===== config.mk =====
export PLATFORM = sky130hd
export DESIGN_NAME = par_resolver
export DESIGN_NICKNAME = d
export VERILOG_FILES = /design/src/rtl/par_pkg.sv /design/src/rtl/par_mem_if.sv /design/src/rtl/par_mem_port.sv /design/src/rtl/par_key_check.sv /design/src/rtl/par_resolver.sv
export SDC_FILE = /design/constraint.sdc
export NUM_CORES = 1
export LEC_CHECK = 0
export ABC_AREA = 1
export BUFFER_PORTS_ARGS = -buffer_cell sky130_fd_sc_hd__buf_2
export CORE_UTILIZATION = 30
export CTS_CLUSTER_SIZE = 10
export DETAILED_ROUTE_END_ITERATION = 7
export HOLD_SLACK_MARGIN = 0.12
export SLEW_MARGIN = 10
export SYNTH_ARGS = -nofsm -noshare
export SYNTH_HDL_FRONTEND = slang
export SYNTH_SLANG_ARGS = --single-unit
export TNS_END_PERCENT = 100

===== constraint.sdc =====
create_clock -name clk_i -period 5.02 [get_ports clk_i]
set_input_delay 0.502 -clock clk_i [delete_from_list [all_inputs] [get_ports clk_i]]
set_output_delay 0.502 -clock clk_i [all_outputs]
set_load 0.01 [all_outputs]

===== src/rtl/par_pkg.sv =====
// Constants shared by the private address resolver: register map, fields, timing.
// Assumes a 40 MHz system clock and a 4 KB register window on the bus.
package par_pkg;
    // Register offsets inside the 4 KB window
    localparam logic [11:0] OFS_START = 12'h000;
    localparam logic [11:0] OFS_STOP = 12'h004;
    localparam logic [11:0] OFS_EV_DONE = 12'h100;
    localparam logic [11:0] OFS_EV_MATCH = 12'h104;
    localparam logic [11:0] OFS_EV_NOMATCH = 12'h108;
    localparam logic [11:0] OFS_INT_ARM = 12'h304;
    localparam logic [11:0] OFS_INT_DIS = 12'h308;
    localparam logic [11:0] OFS_STATUS = 12'h400;
    localparam logic [11:0] OFS_ENABLE = 12'h500;
    localparam logic [11:0] OFS_KEY_COUNT = 12'h504;
    localparam logic [11:0] OFS_KEY_PTR = 12'h508;
    localparam logic [11:0] OFS_ADDR_PTR = 12'h510;
    localparam logic [11:0] OFS_WORK_PTR = 12'h514;
    // Event and interrupt bit positions
    localparam int EV_DONE_BIT = 0;
    localparam int EV_MATCH_BIT = 1;
    localparam int EV_NOMATCH_BIT = 2;
    // Field values and reset values
    localparam logic [1:0] ENABLE_ON = 2'h3;
    localparam logic [1:0] ENABLE_RST = 2'h0;
    localparam logic [4:0] KEY_COUNT_RST = 5'h01;
    localparam logic [4:0] KEY_COUNT_MAX = 5'h10;
    localparam logic [3:0] STATUS_RST = 4'h0;
    localparam logic [2:0] MASK_RST = 3'h0;
    localparam logic [31:0] PTR_RST = 32'h0000_0000;
    localparam logic [31:0] KEY_STRIDE = 32'h0000_0010;
    localparam logic [3:0] WORK_SEL = 4'h7;
    localparam logic [3:0] FULL_SEL = 4'hf;
    localparam int CHECK_ROUNDS = 16;
    // Timing: per-key and fixed overhead, in ns, converted to 40 MHz cycles
    localparam int CLK_MHZ = 40;
    localparam int T_KEY_NS = 6100;
    localparam int T_OVH_NS = 1000;
    localparam int KEY_CYC = T_KEY_NS * CLK_MHZ / 1000;
    localparam int OVH_CYC = T_OVH_NS * CLK_MHZ / 1000;
    // Resolution sequencer states
    typedef enum logic [2:0] {
        ST_IDLE,
        ST_RD_ADDR0,
        ST_RD_ADDR1,
        ST_WR_WORK,
        ST_RD_KEY,
        ST_CHECK
    } par_state_e;
endpackage


===== src/rtl/par_mem_if.sv =====
// Word request channel between the resolver sequencer and its memory port.
// Assumes one request at a time; req is a one-cycle pulse, done answers it.
`timescale 1ns/10ps
interface par_mem_if;
    logic req;
    logic we;
    logic [3:0] sel;
    logic [31:0] addr;
    logic [31:0] wdata;
    logic [31:0] rdata;
    logic done;
    modport ctrl (output req, output we, output sel, output addr, output wdata,
                  input rdata, input done);
    modport port (input req, input we, input sel, input addr, input wdata,
                  output rdata, output done);
endinterface


===== src/rtl/par_mem_port.sv =====
// Memory master port of the resolver: turns one request pulse into a held
// cycle on the system memory bus. Assumes memory answers with an ack pulse.
`timescale 1ns/10ps
module par_mem_port
    import par_pkg::*;
(
    input wire logic clk_i,
    input wire logic rst_i,
    par_mem_if.port mp,
    output logic mem_cyc_o,
    output logic mem_we_o,
    output logic [3:0] mem_sel_o,
    output logic [31:0] mem_adr_o,
    output logic [31:0] mem_dat_o,
    input wire logic mem_ack_i,
    input wire logic [31:0] mem_dat_i
);
    // Bus cycle held from the request until the ack
    always_ff @(posedge clk_i)
    begin
        if (rst_i)
        begin
            mem_cyc_o <= 1'b0;
            mem_we_o <= 1'b0;
            mem_sel_o <= 4'h0;
            mem_adr_o <= 32'h0000_0000;
            mem_dat_o <= 32'h0000_0000;
            mp.done <= 1'b0;
            mp.rdata <= 32'h0000_0000;
        end
        else
        begin
            mp.done <= 1'b0;
            if (!mem_cyc_o && mp.req)
            begin
                mem_cyc_o <= 1'b1;
                mem_we_o <= mp.we;
                mem_sel_o <= mp.sel;
                mem_adr_o <= mp.addr;
                mem_dat_o <= mp.wdata;
            end
            else if (mem_cyc_o && mem_ack_i)
            begin
                mem_cyc_o <= 1'b0;
                mem_we_o <= 1'b0;
                mp.done <= 1'b1;
                mp.rdata <= mem_dat_i;
            end
        end
    end
endmodule


===== src/rtl/par_key_check.sv =====
// Keyed hash of the random part of an address under one identity root key.
// Stand-in for the shared cipher core; iterates ROUNDS cycles per key.
`timescale 1ns/10ps
module par_key_check
    import par_pkg::*;
#(
    parameter int ROUNDS = CHECK_ROUNDS
)
(
    input wire logic clk_i,
    input wire logic rst_i,
    input wire logic start_i,
    input wire logic [127:0] key_i,
    input wire logic [23:0] prand_i,
    output logic done_o,
    output logic [23:0] hash_o
);
    logic [31:0] s_q;
    logic [4:0] rnd_q;
    logic busy_q;

    // One mixing round: rotate plus keyed xor
    function automatic logic [31:0] mix(input logic [31:0] s, input logic [31:0] k);
        mix = {s[26:0], s[31:27]} + (s ^ k);
    endfunction

    // Round iteration, key words taken in turn
    always_ff @(posedge clk_i)
    begin
        if (rst_i)
        begin
            s_q <= 32'h0000_0000;
            rnd_q <= 5'h00;
            busy_q <= 1'b0;
            done_o <= 1'b0;
        end
        else
        begin
            done_o <= 1'b0;
            if (start_i)
            begin
                s_q <= {8'h00, prand_i} ^ key_i[31:0];
                rnd_q <= 5'h00;
                busy_q <= 1'b1;
            end
            else if (busy_q)
            begin
                s_q <= mix(s_q, key_i[{rnd_q[1:0], 5'h00} +: 32]);
                rnd_q <= rnd_q + 5'h01;
                if (rnd_q == 5'(ROUNDS - 1))
                begin
                    busy_q <= 1'b0;
                    done_o <= 1'b1;
                end
            end
        end
    end

    assign hash_o = s_q[23:0];
endmodule


===== src/rtl/par_resolver.sv =====
// Private address resolver: Wishbone register slave, resolution sequencer,
// event flags and interrupt. Assumes memory holds the key table and address.
`timescale 1ns/10ps
module par_resolver
    import par_pkg::*;
#(
    parameter int KEY_ROUNDS = CHECK_ROUNDS
)
(
    input wire logic clk_i,
    input wire logic rst_i,
    input wire logic wb_cyc_i,
    input wire logic wb_stb_i,
    input wire logic wb_we_i,
    input wire logic [31:0] wb_adr_i,
    input wire logic [3:0] wb_sel_i,
    input wire logic [31:0] wb_dat_i,
    output logic [31:0] wb_dat_o,
    output logic wb_ack_o,
    output logic irq_o,
    output logic mem_cyc_o,
    output logic mem_we_o,
    output logic [3:0] mem_sel_o,
    output logic [31:0] mem_adr_o,
    output logic [31:0] mem_dat_o,
    input wire logic mem_ack_i,
    input wire logic [31:0] mem_dat_i
);
    par_mem_if mp ();

    logic [1:0] enable_q;
    logic [4:0] key_count_q;
    logic [31:0] key_ptr_q;
    logic [31:0] addr_ptr_q;
    logic [31:0] work_ptr_q;
    logic [2:0] mask_q;
    logic [2:0] ev_q;
    logic [2:0] ev_set_q;
    logic [3:0] status_q;
    par_state_e st_q;
    logic wait_q;
    logic req_q;
    logic we_q;
    logic [3:0] sel_q;
    logic [31:0] addr_q;
    logic [31:0] wdata_q;
    logic [31:0] addr_lo_q;
    logic [15:0] addr_hi_q;
    logic [31:0] kw_q [0:3];
    logic [3:0] key_idx_q;
    logic [1:0] word_idx_q;
    logic chk_start_q;
    logic chk_done;
    logic [23:0] chk_hash;
    logic [15:0] key_cyc_q;
    logic [15:0] run_cyc_q;
    logic wr_en;
    logic [31:0] wmask;
    logic [31:0] rd_data;
    logic run_en;
    logic start_w;
    logic stop_w;
    logic abort_w;
    logic mem_st;
    logic [31:0] step_addr;
    logic [4:0] keys_eff;
    logic [23:0] prand;

    // Byte-lane mask from Wishbone select
    function automatic logic [31:0] lane_mask(input logic [3:0] sel);
        lane_mask = {{8{sel[3]}}, {8{sel[2]}}, {8{sel[1]}}, {8{sel[0]}}};
    endfunction

    // Register index match, low address bits ignored
    function automatic logic hit(input logic [31:0] adr, input logic [11:0] ofs);
        hit = (adr[11:2] == ofs[11:2]);
    endfunction

    // Out-of-range key counts are clamped so the walk stays inside the table
    function automatic logic [4:0] clamp_keys(input logic [4:0] k);
        if (k == 5'h00)
            clamp_keys = 5'h01;
        else if (k > KEY_COUNT_MAX)
            clamp_keys = KEY_COUNT_MAX;
        else
            clamp_keys = k;
    endfunction

    // Writes land at the edge where the master sees ack
    assign wr_en = wb_cyc_i && wb_stb_i && wb_we_i && wb_ack_o;
    assign wmask = lane_mask(wb_sel_i);
    assign run_en = (enable_q == ENABLE_ON);
    assign start_w = wr_en && hit(wb_adr_i, OFS_START) && wb_sel_i[0] && wb_dat_i[0];
    assign stop_w = wr_en && hit(wb_adr_i, OFS_STOP) && wb_sel_i[0] && wb_dat_i[0];
    assign abort_w = stop_w || !run_en;
    assign keys_eff = clamp_keys(key_count_q);
    assign prand = {addr_hi_q, addr_lo_q[31:24]};

    // Wishbone handshake: ack one cycle after the request, dropped next cycle
    always_ff @(posedge clk_i)
    begin
        if (rst_i)
        begin
            wb_ack_o <= 1'b0;
            wb_dat_o <= 32'h0000_0000;
        end
        else
        begin
            wb_ack_o <= wb_cyc_i && wb_stb_i && !wb_ack_o;
            wb_dat_o <= (wb_cyc_i && wb_stb_i && !wb_we_i && !wb_ack_o) ? rd_data
                                                                          : 32'h0000_0000;
        end
    end

    // Read mux; unmapped offsets read as zero
    always_comb
    begin
        rd_data = 32'h0000_0000;
        if (hit(wb_adr_i, OFS_EV_DONE))
            rd_data = {31'h0, ev_q[EV_DONE_BIT]};
        else if (hit(wb_adr_i, OFS_EV_MATCH))
            rd_data = {31'h0, ev_q[EV_MATCH_BIT]};
        else if (hit(wb_adr_i, OFS_EV_NOMATCH))
            rd_data = {31'h0, ev_q[EV_NOMATCH_BIT]};
        else if (hit(wb_adr_i, OFS_INT_ARM) || hit(wb_adr_i, OFS_INT_DIS))
            rd_data = {29'h0, mask_q};
        else if (hit(wb_adr_i, OFS_STATUS))
            rd_data = {28'h0, status_q};
        else if (hit(wb_adr_i, OFS_ENABLE))
            rd_data = {30'h0, enable_q};
        else if (hit(wb_adr_i, OFS_KEY_COUNT))
            rd_data = {27'h0, key_count_q};
        else if (hit(wb_adr_i, OFS_KEY_PTR))
            rd_data = key_ptr_q;
        else if (hit(wb_adr_i, OFS_ADDR_PTR))
            rd_data = addr_ptr_q;
        else if (hit(wb_adr_i, OFS_WORK_PTR))
            rd_data = work_ptr_q;
    end

    // Configuration registers, byte lanes honoured
    always_ff @(posedge clk_i)
    begin
        if (rst_i)
        begin
            enable_q <= ENABLE_RST;
            key_count_q <= KEY_COUNT_RST;
            key_ptr_q <= PTR_RST;
            addr_ptr_q <= PTR_RST;
            work_ptr_q <= PTR_RST;
        end
        else if (wr_en)
        begin
            if (hit(wb_adr_i, OFS_ENABLE) && wb_sel_i[0])
                enable_q <= wb_dat_i[1:0];
            if (hit(wb_adr_i, OFS_KEY_COUNT) && wb_sel_i[0])
                key_count_q <= wb_dat_i[4:0];
            if (hit(wb_adr_i, OFS_KEY_PTR))
                key_ptr_q <= (key_ptr_q & ~wmask) | (wb_dat_i & wmask);
            if (hit(wb_adr_i, OFS_ADDR_PTR))
                addr_ptr_q <= (addr_ptr_q & ~wmask) | (wb_dat_i & wmask);
            if (hit(wb_adr_i, OFS_WORK_PTR))
                work_ptr_q <= (work_ptr_q & ~wmask) | (wb_dat_i & wmask);
        end
    end

    // Interrupt mask: arm sets, disable clears, zeros leave bits alone
    always_ff @(posedge clk_i)
    begin
        if (rst_i)
            mask_q <= MASK_RST;
        else if (wr_en && wb_sel_i[0])
        begin
            if (hit(wb_adr_i, OFS_INT_ARM))
                mask_q <= mask_q | wb_dat_i[2:0];
            else if (hit(wb_adr_i, OFS_INT_DIS))
                mask_q <= mask_q & ~wb_dat_i[2:0];
        end
    end

    // Sticky events, write one to clear; a same-cycle set wins
    always_ff @(posedge clk_i)
    begin
        if (rst_i)
            ev_q <= 3'h0;
        else
        begin
            logic [2:0] clr;
            clr = 3'h0;
            if (wr_en && wb_sel_i[0] && wb_dat_i[0])
            begin
                clr[EV_DONE_BIT] = hit(wb_adr_i, OFS_EV_DONE);
                clr[EV_MATCH_BIT] = hit(wb_adr_i, OFS_EV_MATCH);
                clr[EV_NOMATCH_BIT] = hit(wb_adr_i, OFS_EV_NOMATCH);
            end
            ev_q <= (ev_q & ~clr) | ev_set_q;
        end
    end

    // Level interrupt while any unmasked event is pending
    always_ff @(posedge clk_i)
    begin
        if (rst_i)
            irq_o <= 1'b0;
        else
            irq_o <= |(ev_q & mask_q);
    end

    // Address of the memory step for the current state
    always_comb
    begin
        mem_st = 1'b1;
        step_addr = 32'h0000_0000;
        case (st_q)
            ST_RD_ADDR0: step_addr = addr_ptr_q;
            ST_RD_ADDR1: step_addr = addr_ptr_q + 32'h0000_0004;
            ST_WR_WORK: step_addr = work_ptr_q;
            ST_RD_KEY: step_addr = key_ptr_q + (KEY_STRIDE * {28'h0, key_idx_q})
                                   + {28'h0, word_idx_q, 2'b00};
            default: mem_st = 1'b0;
        endcase
    end

    // Resolution sequencer; memory requests only go out while enabled
    always_ff @(posedge clk_i)
    begin
        if (rst_i)
        begin
            st_q <= ST_IDLE;
            wait_q <= 1'b0;
            req_q <= 1'b0;
            we_q <= 1'b0;
            sel_q <= FULL_SEL;
            addr_q <= 32'h0000_0000;
            wdata_q <= 32'h0000_0000;
            addr_lo_q <= 32'h0000_0000;
            addr_hi_q <= 16'h0000;
            key_idx_q <= 4'h0;
            word_idx_q <= 2'h0;
            chk_start_q <= 1'b0;
            ev_set_q <= 3'h0;
            status_q <= STATUS_RST;
            for (int i = 0; i < 4; i++)
                kw_q[i] <= 32'h0000_0000;
        end
        else
        begin
            req_q <= 1'b0;
            chk_start_q <= 1'b0;
            ev_set_q <= 3'h0;
            if (mem_st && !wait_q)
            begin
                if (abort_w)
                    st_q <= ST_IDLE;
                else
                begin
                    req_q <= 1'b1;
                    wait_q <= 1'b1;
                    addr_q <= step_addr;
                    we_q <= (st_q == ST_WR_WORK);
                    sel_q <= (st_q == ST_WR_WORK) ? WORK_SEL : FULL_SEL;
                    wdata_q <= {8'h00, prand};
                end
            end
            else if (mem_st && mp.done)
            begin
                wait_q <= 1'b0;
                case (st_q)
                    ST_RD_ADDR0:
                    begin
                        addr_lo_q <= mp.rdata;
                        st_q <= ST_RD_ADDR1;
                    end
                    ST_RD_ADDR1:
                    begin
                        addr_hi_q <= mp.rdata[15:0];
                        st_q <= ST_WR_WORK;
                    end
                    ST_WR_WORK: st_q <= ST_RD_KEY;
                    default:
                    begin
                        kw_q[word_idx_q] <= mp.rdata;
                        word_idx_q <= word_idx_q + 2'h1;
                        if (word_idx_q == 2'h3)
                        begin
                            st_q <= ST_CHECK;
                            chk_start_q <= 1'b1;
                        end
                    end
                endcase
            end
            else
            begin
                case (st_q)
                    ST_IDLE:
                        if (start_w && run_en)
                        begin
                            st_q <= ST_RD_ADDR0;
                            key_idx_q <= 4'h0;
                            word_idx_q <= 2'h0;
                        end
                    ST_CHECK:
                        if (abort_w)
                            st_q <= ST_IDLE;
                        else if (chk_done)
                        begin
                            if (chk_hash == addr_lo_q[23:0])
                            begin
                                status_q <= key_idx_q;
                                ev_set_q[EV_MATCH_BIT] <= 1'b1;
                                ev_set_q[EV_DONE_BIT] <= 1'b1;
                                st_q <= ST_IDLE;
                            end
                            else if ({1'b0, key_idx_q} == keys_eff - 5'h01)
                            begin
                                ev_set_q[EV_NOMATCH_BIT] <= 1'b1;
                                ev_set_q[EV_DONE_BIT] <= 1'b1;
                                st_q <= ST_IDLE;
                            end
                            else
                            begin
                                key_idx_q <= key_idx_q + 4'h1;
                                st_q <= ST_RD_KEY;
                            end
                        end
                    default: ;
                endcase
            end
        end
    end

    // Per-key and whole-run cycle counts, watched by the timing checks
    always_ff @(posedge clk_i)
    begin
        if (rst_i || st_q == ST_IDLE)
        begin
            key_cyc_q <= 16'h0000;
            run_cyc_q <= 16'h0000;
        end
        else
        begin
            run_cyc_q <= run_cyc_q + 16'h0001;
            if (st_q == ST_CHECK && chk_done)
                key_cyc_q <= 16'h0000;
            else if (st_q == ST_RD_KEY || st_q == ST_CHECK)
                key_cyc_q <= key_cyc_q + 16'h0001;
        end
    end

    assign mp.req = req_q;
    assign mp.we = we_q;
    assign mp.sel = sel_q;
    assign mp.addr = addr_q;
    assign mp.wdata = wdata_q;

    par_mem_port u_port (
        .clk_i(clk_i),
        .rst_i(rst_i),
        .mp(mp),
        .mem_cyc_o(mem_cyc_o),
        .mem_we_o(mem_we_o),
        .mem_sel_o(mem_sel_o),
        .mem_adr_o(mem_adr_o),
        .mem_dat_o(mem_dat_o),
        .mem_ack_i(mem_ack_i),
        .mem_dat_i(mem_dat_i)
    );

    par_key_check #(.ROUNDS(KEY_ROUNDS)) u_check (
        .clk_i(clk_i),
        .rst_i(rst_i),
        .start_i(chk_start_q),
        .key_i({kw_q[3], kw_q[2], kw_q[1], kw_q[0]}),
        .prand_i(prand),
        .done_o(chk_done),
        .hash_o(chk_hash)
    );
endmodule


==> run summary <==
- 19.7 um — mean routed wirelength per cell
- 9.36% — share of cells above drive strength 1
- 11900 um2 — Register Area
- 7.13 mW — total internal power
- 0.06 ns — Clock Pin Slew Worst Setup and Hold Paths
- 7.49 um2 — Mapped Avg Cell Area
- yes — TritonCTS clock tree
- met4 — top routing layer in use
- 294 um — Die H
- 46.7% — fraction of power consumed by sequential logic
- 2.34 mW — power dissipated by switching net loads
- 93500 um — final wirelength
- 84000 um2 — placeable core area
- 0.962 — placer's final routability congestion estimate
- primary input to flop — classification of the worst-slack hold path
- 7460 um — routed length on met3
- 2239 — Iteration-0 DRC Markers
- 106 — FP Rows
- 5.12 — detail-routed via count per cell
- 24.7% — Net Sw Frac
- flop to flop — category of the most critical setup path
- 21.4% — overall global routing resource usage
- false — unrepaired setup endpoints after global routing
- 66 — clock buffers created by TritonCTS
- 36 — peak fanout along the critical path
- 4.17 ns — arrival time at the worst endpoint
- 86400 um2 — die area
- 317 nW/um2 — power density cells
- 8874 — filler cell count
- 3 — deepest level of the CTS H-tree
- 0.0659 ns — Layout Skew
- 46.3% — Seq/Total Area, Yosys
- 29 — count of hold buffers inserted by post-cts repair
- 25.4% — tightest slew margin relative to the limit
- 11.8 nW — Lkg Pwr
- sky130_fd_sc_hd__clkbuf_16 — cell at the root of the clock tree
- 528 — CTS sink count
- 6 — detailed-routing iteration count for the pre-antenna-repair pass
- 0 ns — Post-Route Setup TNS
- 0 — final max-slew violation count
- 0 — Fin. Hold Viols
- 0 — synth warn
- finished clean — status
- 5.2% — Combinational Power Share
- 95 — maximum number of pins on one net before global-route repair
- 11700 um2 — area occupied by multi-input gates
- 30.5% — starting density of the core
- 3414 — gate count after technology mapping
- 41000 um — routed metal-1 wire length
- 528 — flip-flop and latch count after synthesis
- 0.63 ns — clock latency of the later-clocked register in the worst-skew pair
- 0 — total DRC errors in the routed layout
- 294 um — width of the die
- 0 — post-detailed-route count of antenna-violating nets
- 270 MHz — maximum operating frequency
- 0 — number of setup violations in the final report
- 0 — total of max-cap violations
- 3 — Bufs on Longest Clock Path
- 210 — I/O Pins
- 48.1% — portion of total power attributed to the clock network
- 35.6% — final core occ
- flop — type of element capturing the critical path
- sky130_fd_sc_hd__dfxtp_1 — most used flip-flop cell after synthesis
- flop — Worst Setup Start Kind
- 0 — number of gates given a new drive strength after cts
- 5.48 ns — worst endpoint required time
- 3.71 ns — Final Critical Period
- 3 — antenna violations before repair
- 25600 um2 — Mapped Area
- 1.11 ns — worst-margin pin slew
- 22700 — via count of the first global-routing pass
- 0.000222 V — peak supply drop
- 140000 um — wire length of the first global-routing pass
- 128 — number of flops mapped to enable cells by yosys
- 0% — Post-synth ARST share
- 0 — Inserted Diodes
- 179 — buffers added on ports
- 51 — distinct cell type count of the synthesized netlist
- 16.8% — growth of design area from synthesis to finish
- 3720 — post-layout net count
- 66800 um — detailed placer's ending HPWL
- 24300 — via total after detailed routing
- 41900 um — amount of wire on met2 after detailed routing
- 0 — number of setup buffers added after CTS
- 73.9% — Final Cycle Share
- 0 — total overflow reported by the global router
==> power by group through the flow <==
stage	registers [mW]	logic, mW	clock network [mW]
after floorplan	4.50	0.302	0
after global placement	4.52	0.462	0
after detailed placement	4.52	0.465	0
after CTS	4.43	0.485	4.65
after global routing	4.43	0.536	4.82
final	4.43	0.493	4.56
==> critical path, stage by stage (launching register included) <==
cell                      delay, ns
sky130_fd_sc_hd__dfxtp_2       0.67
sky130_fd_sc_hd__buf_4         0.46
sky130_fd_sc_hd__a21oi_1       0.11
sky130_fd_sc_hd__o21ai_0       0.10
sky130_fd_sc_hd__nand2_1       0.09
sky130_fd_sc_hd__xnor2_1       0.44
sky130_fd_sc_hd__ha_1          0.30
sky130_fd_sc_hd__nand2_1       0.13
sky130_fd_sc_hd__o21ai_0       0.49
sky130_fd_sc_hd__inv_1         0.16
sky130_fd_sc_hd__a21oi_1       0.22
sky130_fd_sc_hd__nor2_1        0.08
sky130_fd_sc_hd__nand2_1       0.06
sky130_fd_sc_hd__nand2_1       0.04
sky130_fd_sc_hd__nand3_1       0.10
sky130_fd_sc_hd__a21oi_1       0.07
==> final timing paths <==
| path | end | from | slack (ns) | depth (start not counted) |
|---|---|---|---|---|
| setup / recovery | u_check.s_q[27] | u_check.rnd_q[0] | 1.31 | 15 |
| hold / removal | u_port.mp.rdata[1] | mem_dat_i[1] | 0.15 | 3 |
| setup reg to reg | u_check.s_q[27] | u_check.rnd_q[0] | 1.31 | 15 |
| hold reg to reg | ev_q[1] | ev_set_q[1] | 0.44 | 2 |
==> per-layer routing <==
layer / track usage (%) / vias up
met5: 0 / -
met4: 7.72 / 0
met3: 3.37 / 168
met2: 33.9 / 1010
met1: 29.2 / 11400
li1: - / 11700
==> layout by cell type, fill, tap and decap left out, types with 31 or more instances in the layout <==
cell type,count
sky130_fd_sc_hd__nand4_1,39
sky130_fd_sc_hd__edfxtp_1,128
sky130_fd_sc_hd__inv_1,362
sky130_fd_sc_hd__buf_2,178
sky130_fd_sc_hd__nand3_1,176
sky130_fd_sc_hd__a221oi_1,32
sky130_fd_sc_hd__clkbuf_16,66
sky130_fd_sc_hd__buf_4,35
sky130_fd_sc_hd__dfxtp_1,398
sky130_fd_sc_hd__xnor2_1,31
sky130_fd_sc_hd__o21ai_0,417
sky130_fd_sc_hd__nor2_1,512
sky130_fd_sc_hd__a21oi_1,333
sky130_fd_sc_hd__xor2_1,40
sky130_fd_sc_hd__ha_1,43
sky130_fd_sc_hd__nor3_1,39
sky130_fd_sc_hd__nand2_1,518
==> kinds of logic (layout without fill, tap and decap cells) <==
kind of cell | after synthesis | in the layout | share of synthesized area [%]
adder cells (fa/ha/maj) | 45 | 45 | 2.26
AO/OA/AOI/OAI | 901 | 901 | 19.1
other | 1 | 8 | 0.0147
AND/OR/NAND/NOR | 1330 | 1330 | 21.6
flip-flops | 528 | 528 | 46.3
XOR/XNOR | 71 | 71 | 2.43
buffers and inverters | 538 | 728 | 8.30
==> cell usage after synthesis (6+ instances only) <==
cell | number | area share, %
sky130_fd_sc_hd__inv_2 | 8 | 0.12
sky130_fd_sc_hd__edfxtp_1 | 128 | 15
sky130_fd_sc_hd__buf_1 | 7 | 0.10
sky130_fd_sc_hd__a22oi_1 | 21 | 0.62
sky130_fd_sc_hd__buf_4 | 10 | 0.29
sky130_fd_sc_hd__nor2_2 | 7 | 0.17
sky130_fd_sc_hd__a211oi_1 | 16 | 0.47
sky130_fd_sc_hd__nor3_1 | 39 | 0.76
sky130_fd_sc_hd__nand3_1 | 176 | 3.4
sky130_fd_sc_hd__or2_2 | 6 | 0.15
sky130_fd_sc_hd__dfxtp_1 | 400 | 31
sky130_fd_sc_hd__xnor2_1 | 31 | 1.1
sky130_fd_sc_hd__a221oi_1 | 32 | 1.1
sky130_fd_sc_hd__a41oi_1 | 6 | 0.21
sky130_fd_sc_hd__o211ai_1 | 7 | 0.21
sky130_fd_sc_hd__nor2_1 | 514 | 7.5
sky130_fd_sc_hd__a21oi_1 | 333 | 6.5
sky130_fd_sc_hd__nand2_1 | 519 | 7.6
sky130_fd_sc_hd__clkbuf_1 | 124 | 1.8
sky130_fd_sc_hd__o21ai_0 | 417 | 8.2
sky130_fd_sc_hd__buf_2 | 16 | 0.31
sky130_fd_sc_hd__buf_6 | 6 | 0.26
sky130_fd_sc_hd__nor4_1 | 9 | 0.22
sky130_fd_sc_hd__a31oi_1 | 18 | 0.44
sky130_fd_sc_hd__a21o_1 | 6 | 0.18
sky130_fd_sc_hd__inv_1 | 362 | 5.3
sky130_fd_sc_hd__ha_1 | 43 | 2.1
sky130_fd_sc_hd__xor2_1 | 40 | 1.4
sky130_fd_sc_hd__o22ai_1 | 24 | 0.59
sky130_fd_sc_hd__nand4_1 | 39 | 0.95
==> area by class of cell <==
type,count,area share (%)
Clock buffer,98,6.10
Timing Repair Buffer,244,4.97
Multi-Input combinational cell,2355,39.1
Inverter,374,4.72
Clock inverter,12,0.708
Tap cell,1134,4.75
Sequential cell,528,39.7
==> through the flow <==
step                      instance area [um2]  std cells  setup slack (ns)  hold WS, ns  total power [mW]
after floorplan                         25600       3421              1.08        0.415              4.80
after global placement                  27500       4606              1.39        0.427              4.98
after detailed placement                27500       4606              1.31        0.443              4.98
after CTS                               29900       4745              1.34        0.121              9.56
after global routing                    29900       4745              1.09        0.129              9.79
final                                   29900       4745              1.31        0.151              9.48
Note: power is estimated with default switching activity, not from simulation.
